[src/design/som_pkg.sv]
// package: register map, field layout, reset values and types of the mode control
package som_pkg;

    // ==========================================================
    // register map (byte addresses on the bus)
    localparam logic [7:0] SOM_ADDR_MAIN = 8'h00;
    localparam logic [7:0] SOM_ADDR_AUX = 8'h04;
    localparam int SOM_ADDR_W = 8;

    // ==========================================================
    // main mode register fields
    localparam int SOM_CKS_LSB = 5;
    localparam int SOM_CKS_MSB = 7;
    localparam int SOM_SLOW_RDY_BIT = 3;
    localparam int SOM_FAST_RDY_BIT = 2;
    localparam int SOM_IDLE_EN_BIT = 1;
    localparam int SOM_HIGH_CLK_BIT = 0;

    // ==========================================================
    // aux mode register fields
    localparam int SOM_CLK_KEEP_BIT = 7;
    localparam int SOM_LVR_FLAG_BIT = 2;
    localparam int SOM_WDT_FLAG_BIT = 0;

    // ==========================================================
    // reset values
    localparam logic [2:0] SOM_CKS_RST = 3'h6;
    localparam logic SOM_IDLE_EN_RST = 1'b1;
    localparam logic SOM_HIGH_CLK_RST = 1'b0;
    localparam logic SOM_CLK_KEEP_RST = 1'b0;
    localparam logic SOM_LVR_FLAG_RST = 1'b0;
    localparam logic SOM_WDT_FLAG_RST = 1'b0;

    // ==========================================================
    // divider encoding: codes up to this one pick the slow clock
    localparam logic [2:0] SOM_CKS_SLOW_MAX = 3'h1;
    localparam logic [2:0] SOM_CKS_DIV_BASE = 3'h2;
    localparam logic [6:0] SOM_DIV_TOP = 7'h40;
    localparam int SOM_DIV_W = 6;

    // ==========================================================
    // types
    typedef enum logic [1:0] {
        SOM_RUN,
        SOM_SLEEP,
        SOM_IDLE_STOP,
        SOM_IDLE_RUN
    } som_state_t;

    typedef struct packed {
        logic cpu_run;
        logic sys_clk_run;
        logic tbc_run;
        logic fast_osc_en;
        logic slow_src;
    } som_ctrl_t;

    typedef struct packed {
        logic wdt_clear;
        logic pdf_set;
        logic to_clear;
    } som_halt_evt_t;

endpackage

[src/design/som_sync3.sv]
// three-stage synchroniser with agreement filter for pin inputs
`timescale 1ns/1ps
`default_nettype none
module som_sync3 #(
    parameter int WIDTH = 1
) (
    // clock and reset
    input wire logic core_clk,
    input wire logic resetn,
    // levels
    input wire logic [WIDTH-1:0] din,
    output logic [WIDTH-1:0] dout
);

    // ==========================================================
    // per-bit chain; stage one feeds only stage two
    genvar i;
    generate
        for (i = 0; i < WIDTH; i++) begin : g_bit
            logic s1_ff;
            logic s2_ff;
            logic s3_ff;
            logic out_ff;
            always_ff @(posedge core_clk or negedge resetn) begin
                if (!resetn) begin
                    s1_ff <= 1'b0;
                    s2_ff <= 1'b0;
                    s3_ff <= 1'b0;
                    out_ff <= 1'b0;
                end else begin
                    s1_ff <= din[i];
                    s2_ff <= s1_ff;
                    s3_ff <= s2_ff;
                    // a change counts once stages two and three agree
                    if (s2_ff == s3_ff) begin
                        out_ff <= s3_ff;
                    end
                end
            end
            assign dout[i] = out_ff;
        end
    endgenerate

endmodule // som_sync3
`default_nettype wire

[src/design/som_mode_ctrl.sv]
// system clock source and operating mode controller with AHB-Lite registers
`timescale 1ns/1ps
`default_nettype none
module som_mode_ctrl
    import som_pkg::*;
(
    // clock and reset
    input wire logic core_clk,
    input wire logic resetn,
    // ahb-lite slave
    input wire logic hsel,
    input wire logic [31:0] haddr,
    input wire logic [1:0] htrans,
    input wire logic hwrite,
    input wire logic [2:0] hsize,
    input wire logic [31:0] hwdata,
    input wire logic hready,
    output logic hreadyout,
    output logic hresp,
    output logic [31:0] hrdata,
    // oscillator pins
    input wire logic fast_osc_stable,
    input wire logic slow_osc_stable,
    input wire logic slow_rc_osc,
    // processor core
    input wire logic halt_instr,
    input wire logic wake_req,
    // reset cause events
    input wire logic lvr_event,
    input wire logic wdt_reg_reset_event,
    // clock and mode outputs
    output som_pkg::som_ctrl_t ctrl,
    output som_pkg::som_halt_evt_t halt_evt,
    output logic sys_clk_tick
);
    import som_pkg::*;

    // ==========================================================
    // state
    som_state_t state_ff, nxt_state;
    logic [2:0] cks_ff;
    logic idle_en_ff;
    logic high_clk_ff;
    logic clk_keep_ff;
    logic lvr_flag_ff;
    logic wdt_flag_ff;
    logic wr_pend_ff;
    logic [SOM_ADDR_W-1:0] wr_addr_ff;
    logic [31:0] hrdata_ff;
    logic slow_active_ff;
    logic cur_high_ff;
    logic [2:0] cur_cks_ff;
    logic [SOM_DIV_W-1:0] div_cnt_ff;
    logic slow_prev_ff;
    som_ctrl_t ctrl_ff, nxt_ctrl;
    som_halt_evt_t halt_evt_ff, nxt_halt_evt;
    logic tick_ff;

    // ==========================================================
    // pin synchronisers
    logic [2:0] pins_sync;
    som_sync3 #(.WIDTH(3)) u_sync (
        .core_clk(core_clk),
        .resetn(resetn),
        .din({slow_rc_osc, slow_osc_stable, fast_osc_stable}),
        .dout(pins_sync)
    );
    wire fast_rdy = pins_sync[0];
    wire slow_rdy = pins_sync[1];
    wire slow_lvl = pins_sync[2];
    wire slow_rise = slow_lvl && !slow_prev_ff;

    // ==========================================================
    // bus decode
    wire [SOM_ADDR_W-1:0] addr_lo = haddr[SOM_ADDR_W-1:0];
    wire addr_phase = hsel && htrans[1] && hready;
    wire wr_main = wr_pend_ff && (wr_addr_ff == SOM_ADDR_MAIN);
    wire wr_aux = wr_pend_ff && (wr_addr_ff == SOM_ADDR_AUX);
    wire [7:0] main_rd = {cks_ff, 1'b0, slow_rdy, fast_rdy,
                          idle_en_ff, high_clk_ff};
    wire [7:0] aux_rd = {clk_keep_ff, 4'h0, lvr_flag_ff, 1'b0,
                         wdt_flag_ff};
    wire [31:0] rd_mux = (addr_lo == SOM_ADDR_MAIN) ? {24'h0, main_rd} :
                         (addr_lo == SOM_ADDR_AUX) ? {24'h0, aux_rd} :
                         32'h0;
    wire [31:0] nxt_hrdata = (addr_phase && !hwrite) ? rd_mux : 32'h0;

    // ==========================================================
    // register write data
    wire [2:0] nxt_cks = wr_main ? hwdata[SOM_CKS_MSB:SOM_CKS_LSB] : cks_ff;
    wire nxt_idle_en = wr_main ? hwdata[SOM_IDLE_EN_BIT] : idle_en_ff;
    wire nxt_high_clk = wr_main ? hwdata[SOM_HIGH_CLK_BIT] : high_clk_ff;
    wire nxt_clk_keep = wr_aux ? hwdata[SOM_CLK_KEEP_BIT] : clk_keep_ff;
    // hardware set wins over a software clear in the same cycle
    wire nxt_lvr_flag = lvr_event ? 1'b1 :
                        wr_aux ? hwdata[SOM_LVR_FLAG_BIT] : lvr_flag_ff;
    wire nxt_wdt_flag = wdt_reg_reset_event ? 1'b1 :
                        wr_aux ? hwdata[SOM_WDT_FLAG_BIT] : wdt_flag_ff;

    // ==========================================================
    // clock source selection and divider
    wire want_slow = !high_clk_ff && (cks_ff <= SOM_CKS_SLOW_MAX);
    wire [2:0] div_sh = cur_cks_ff - SOM_CKS_DIV_BASE;
    wire [6:0] div_ratio = SOM_DIV_TOP >> div_sh;
    wire [SOM_DIV_W-1:0] div_max = cur_high_ff ? '0 :
                                   SOM_DIV_W'(div_ratio - 7'h1);
    wire fast_bound = (div_cnt_ff == div_max);
    // a new source is only taken where the running clock ends a period
    wire boundary = slow_active_ff ? slow_rise : fast_bound;
    wire go_slow = boundary && want_slow && slow_rdy;
    wire go_fast = boundary && !want_slow && (!slow_active_ff || fast_rdy);
    wire nxt_slow_active = go_slow ? 1'b1 : go_fast ? 1'b0 : slow_active_ff;
    wire [SOM_DIV_W-1:0] nxt_div_cnt =
        (boundary || slow_active_ff) ? '0 : div_cnt_ff + 1'b1;

    // ==========================================================
    // operating mode
    wire halt_go = (state_ff == SOM_RUN) && halt_instr;
    always_comb begin
        nxt_state = state_ff;
        unique case (state_ff)
            SOM_RUN: begin
                if (halt_instr) begin
                    if (!idle_en_ff) begin
                        nxt_state = SOM_SLEEP;
                    end else if (!clk_keep_ff) begin
                        nxt_state = SOM_IDLE_STOP;
                    end else begin
                        nxt_state = SOM_IDLE_RUN;
                    end
                end
            end
            SOM_SLEEP, SOM_IDLE_STOP, SOM_IDLE_RUN: begin
                if (wake_req) begin
                    nxt_state = SOM_RUN;
                end
            end
        endcase
    end

    wire nxt_run = (nxt_state == SOM_RUN);
    wire nxt_sys_on = nxt_run || (nxt_state == SOM_IDLE_RUN);
    always_comb begin
        nxt_ctrl.cpu_run = nxt_run;
        nxt_ctrl.sys_clk_run = nxt_sys_on;
        nxt_ctrl.tbc_run = (nxt_state != SOM_SLEEP);
        // the fast oscillator idles once slow runs and slow is wanted
        nxt_ctrl.fast_osc_en = nxt_sys_on &&
                               !(nxt_slow_active && want_slow);
        nxt_ctrl.slow_src = nxt_slow_active;
        nxt_halt_evt.wdt_clear = halt_go;
        nxt_halt_evt.pdf_set = halt_go;
        nxt_halt_evt.to_clear = halt_go;
    end
    wire nxt_tick = boundary && (state_ff == SOM_RUN ||
                                 state_ff == SOM_IDLE_RUN);

    // ==========================================================
    // flops
    always_ff @(posedge core_clk or negedge resetn) begin
        if (!resetn) begin
            cks_ff <= SOM_CKS_RST;
            idle_en_ff <= SOM_IDLE_EN_RST;
            high_clk_ff <= SOM_HIGH_CLK_RST;
            clk_keep_ff <= SOM_CLK_KEEP_RST;
            lvr_flag_ff <= SOM_LVR_FLAG_RST;
            wdt_flag_ff <= SOM_WDT_FLAG_RST;
        end else begin
            cks_ff <= nxt_cks;
            idle_en_ff <= nxt_idle_en;
            high_clk_ff <= nxt_high_clk;
            clk_keep_ff <= nxt_clk_keep;
            lvr_flag_ff <= nxt_lvr_flag;
            wdt_flag_ff <= nxt_wdt_flag;
        end
    end

    always_ff @(posedge core_clk or negedge resetn) begin
        if (!resetn) begin
            wr_pend_ff <= 1'b0;
            wr_addr_ff <= '0;
            hrdata_ff <= 32'h0;
        end else begin
            wr_pend_ff <= addr_phase && hwrite;
            wr_addr_ff <= addr_lo;
            hrdata_ff <= nxt_hrdata;
        end
    end

    always_ff @(posedge core_clk or negedge resetn) begin
        if (!resetn) begin
            slow_active_ff <= 1'b0;
            cur_high_ff <= SOM_HIGH_CLK_RST;
            cur_cks_ff <= SOM_CKS_RST;
            div_cnt_ff <= '0;
            slow_prev_ff <= 1'b0;
        end else begin
            slow_active_ff <= nxt_slow_active;
            if (go_fast) begin
                cur_high_ff <= high_clk_ff;
                cur_cks_ff <= cks_ff;
            end
            div_cnt_ff <= nxt_div_cnt;
            slow_prev_ff <= slow_lvl;
        end
    end

    always_ff @(posedge core_clk or negedge resetn) begin
        if (!resetn) begin
            state_ff <= SOM_RUN;
            ctrl_ff <= '{1'b1, 1'b1, 1'b1, 1'b1, 1'b0};
            halt_evt_ff <= '0;
            tick_ff <= 1'b0;
        end else begin
            state_ff <= nxt_state;
            ctrl_ff <= nxt_ctrl;
            halt_evt_ff <= nxt_halt_evt;
            tick_ff <= nxt_tick;
        end
    end

    // ==========================================================
    // outputs
    assign hreadyout = 1'b1;
    assign hresp = 1'b0;
    assign hrdata = hrdata_ff;
    assign ctrl = ctrl_ff;
    assign halt_evt = halt_evt_ff;
    assign sys_clk_tick = tick_ff;
endmodule // som_mode_ctrl
`default_nettype wire

[config.mk]
export PLATFORM = sky130hd
export DESIGN_NAME = som_mode_ctrl
export DESIGN_NICKNAME = d
export VERILOG_FILES = /design/src/design/som_pkg.sv /design/src/design/som_sync3.sv /design/src/design/som_mode_ctrl.sv
export SDC_FILE = /design/constraint.sdc
export NUM_CORES = 1
export LEC_CHECK = 0
export ABC_CLOCK_PERIOD_IN_PS = 3400
export BUFFER_PORTS_ARGS = -buffer_cell sky130_fd_sc_hd__buf_2
export CORE_UTILIZATION = 46
export DETAILED_ROUTE_END_ITERATION = 10
export PLACE_DENSITY = 0.8
export SLEW_MARGIN = 20
export SYNTH_ARGS = -nofsm -noshare
export SYNTH_HDL_FRONTEND = slang
export SYNTH_SLANG_ARGS = --single-unit
[constraint.sdc]
create_clock -name core_clk -period 3.4 [get_ports core_clk]
set_input_delay 0 -clock core_clk [delete_from_list [all_inputs] [get_ports core_clk]]
set_output_delay 0 -clock core_clk [all_outputs]
set_load 0.01 [all_outputs]
==> impl_metrics.yaml <==
cells_and_area:
  n_fill_cell: 426
  syn2layout_area_growth_pct: 17.8
  final_cell_area_sq_um: 2960
  fin_nets: 354
  diodes: 0
  drive_gt1_frac: 0.284
routing:
  vias: 1531
  met2_length_um: 2150
  met1_length_um: 1740
  wl_um: 4110
  drt_iter0_drc: 62
  ant_nets: 0
  highest_layer: "met4"
  wl_per_cell_um: 12.2
  drtPass1Iterations: 4
  met3_length_um: 168
  viasPerCell: 4.53
  drc: 0
yosys:
  synth_area_leaders: "dfrtp_1 (47%), dfstp_2 (9.4%), buf_4 (9.0%)"
  synthFlopType: "dfrtp_1"
  synth_fa_ha_area_frac: 0.0419
  synth_cell_types: 47
  yosysWarnings: 0
  netlist_area_sq_um: 2510
  async_flop_share: 1.00
  yosysTopAreaCell: "dfrtp_1"
  ys_seq_area_frac: 0.563
  synth_top_area_frac: 0.469
  synth-edff-count: 0
  synth_mux_area_frac: 0.0708
  synth_xor_area_frac: 0.0309
  synth_top_family_by_area: "simple AND/OR/NAND/NOR gates"
  synth_compound_area_frac: 0.0533
  avgSynthCellArea_sq_um: 12.2
  synthCells: 206
  yosys.area_share.simple: 0.120
  synth-seq-cells: 56
sta:
  grt_setup_unrepaired: "false"
  final.setup.tns_ns: 0
  hold_violations: 0
  worst_pin_slew_ns: 0.770
  fin_hold_ws_ns: 0.0305
  layout_setup_ws_ns: 0.701
  setup_viol: 0
  slew_headroom: 0.487
  max_freq_mhz: 371
  finClkSkew_ns: 0.00783
  timing.final.crit_share: 0.794
  final_max_slew_viol_count: 0
  period_needed_ns: 2.70
critical_path:
  worstPathArrival_ns: 2.89
  cp_cell_sequence: "nor3_2 -> inv_1 -> ha_1 -> o21ai_0 -> o311a_1 -> nand4_1 -> nor4_4 -> a22o_4 -> mux2_4"
  max_stage_delay_ns: 0.49
  cp-end-kind: "flip-flop"
  worstSetupPathType: "reg -> reg"
  startpoint_type: "flip-flop"
  critPathTopFamily: "simple AND/OR/NAND/NOR gates"
  path_buf_inv: 1
  required_ns: 3.59
  rrSetupSlack_ns: 0.70
  cp_slowest_cell: "dfrtp_1"
  path_max_fanout: 8
cts:
  clkTransAtPathRegs_ns: 0.10
  postCtsSetupBuffers: 0
  cts_num_sinks: 56
  clock_latency_ns: 0.30
  cts_root_buf: "clkbuf_8"
  htree_levels: 2
  cts_buffers: 5
  ctsLongestPathBuffers: 2
  cts_tree: "done"
hold_path:
  min_path_type: "in -> reg"
power_and_ir_drop:
  clkPwrFrac: 0.282
  power_density_nw_per_um2: 439
  ir_worst_vdd_uv: 216
  seqPwrFrac: 0.574
  p_sw_uw: 321
  power_uw: 1300
  p_sw_frac: 0.247
  pwr-share-comb: 0.145
  p_int_uw: 977
  power_leakage_uw: 0.00146
die:
  std_cell_rows: 26
  initial_utilization: 0.485
  fp.dieW_um: 75.9
  die_h_um: 75.9
  pin_count: 124
  coreArea_sq_um: 5170
  dieArea_sq_um: 5760
global_route:
  grt_pass1_wl_um: 6720
  grt_max_degree: 38
  antenna_found_initial: 0
  grt_use_total: 0.162
  gr-total-overflow: 0
  grt_pass1_vias: 1461
place:
  hpwl_um: 2790
  place_area_sq_um: 2650
  gp_congestion: 0.710
  place_ws_ns: 0.710
  io_buffers: 42
job:
  max_cap_viol_count: 0
outcome:
  status: "complete, no violations"
power groups by stage:
| stage | logic [uW] | registers (uW) | clock network (uW) |
|---|---|---|---|
| after detailed placement | 172 | 758 | 0 |
| final | 188 | 744 | 366 |
| after global routing | 217 | 751 | 406 |
| after CTS | 191 | 745 | 377 |
| after floorplan | 112 | 768 | 0 |
| after global placement | 165 | 754 | 0 |
kinds of logic after synthesis:
kind of cell / Yosys count
other: 2
AO/OA/AOI/OAI: 17
buffers and inverters: 45
adder cells (fa/ha/maj): 9
flip-flops: 56
XOR/XNOR: 8
multiplexers: 15
AND/OR/NAND/NOR: 54
flip-flops by register name, summed over array words and instances (netlist names), 2 cells and up:
name	count
cks_ff	3
ctrl	5
cur_cks_ff	3
div_cnt_ff	6
hrdata	7
state_ff	2
u_sync.g_bit.out_ff	3
u_sync.g_bit.s1_ff	3
u_sync.g_bit.s2_ff	3
u_sync.g_bit.s3_ff	3
wr_addr_ff	8
cells in the mapped netlist (3+ instances only):
cell type,n
dfrtp_1,47
buf_4,30
nor2_1,19
inv_1,10
dfstp_2,9
and2_1,6
ha_1,6
mux2_2,6
mux2i_1,5
nand3_1,5
mux2_4,4
nand2_1,4
xnor2_1,4
buf_2,3
maj3_1,3
nor4_1,3
o21ai_0,3
xor2_1,3
layout by cell type, fill, tap and decap left out, types with 2 or more instances in the layout:
| cell type | instances |
|---|---|
| dfrtp_1 | 47 |
| nand2_1 | 4 |
| conb_1 | 27 |
| and3_1 | 2 |
| ha_1 | 6 |
| nor2_1 | 19 |
| nor3_1 | 2 |
| xnor2_1 | 4 |
| dlygate4sd3_1 | 21 |
| o21ai_0 | 3 |
| and2_1 | 6 |
| nand3_1 | 5 |
| inv_1 | 10 |
| a21oi_1 | 2 |
| buf_2 | 42 |
| dfstp_2 | 9 |
| or3_1 | 2 |
| mux2_4 | 4 |
| clkbuf_8 | 6 |
| xor2_1 | 3 |
| nor4_1 | 3 |
| o21a_1 | 2 |
| mux2i_1 | 5 |
| maj3_1 | 3 |
| mux2_2 | 6 |
| a211o_1 | 2 |
cell type report:
| cell class | count | area (sq um) | share of cell area |
|---|---|---|---|
| Clock buffer | 7 | 86.3 | 0.0292 |
| Clock inverter | 1 | 8.76 | 0.00296 |
| Inverter | 10 | 37.5 | 0.0127 |
| Multi-Input combinational cell | 130 | 897 | 0.303 |
| Sequential cell | 56 | 1410 | 0.478 |
| Tap cell | 70 | 87.6 | 0.0296 |
| Timing Repair Buffer | 64 | 428 | 0.145 |
stage by stage:
| stage | util | cells |
|---|---|---|
| finish | 0.572 | 338 |
| global route | 0.572 | 338 |
| CTS | 0.572 | 338 |
| detailed placement | 0.513 | 309 |
| global placement | 0.513 | 309 |
| floorplan | - | 231 |
worst paths after layout:
| check | start | end | cells past startpoint |
|---|---|---|---|
| max | cur_cks_ff[0] | cur_cks_ff[0] | 9 |
| min | hwdata[2] | lvr_flag_ff | 4 |
| max reg2reg | cur_cks_ff[0] | cur_cks_ff[0] | 9 |
| min reg2reg | u_sync.g_bit[1].s1_ff | u_sync.g_bit[1].s2_ff | 0 |
| max in group asynchronous | resetn | ctrl[3] | 3 |
| min in group asynchronous | resetn | hrdata[5] | 2 |
routing by layer:
metal	vias to the layer above	track usage
met3	8	0.0423
met5	-	0
li1	750	-
met2	43	0.283
met1	730	0.198
met4	0	0.0473
worst min-delay path, delay by kind of cell:
kind                   cells  cell delay [ns]
AOI/OAI and AO/OA          1             0.10
buffers and inverters      2             0.12
and+or+nand+nor            1             0.09
repair_timing:
action                                 4_1_cts  5_1_grt
endpoints found under the hold margin       52        0
resized for setup                            0        0
hold buffers                                21        0
Power figures use the tool's default switching activity.
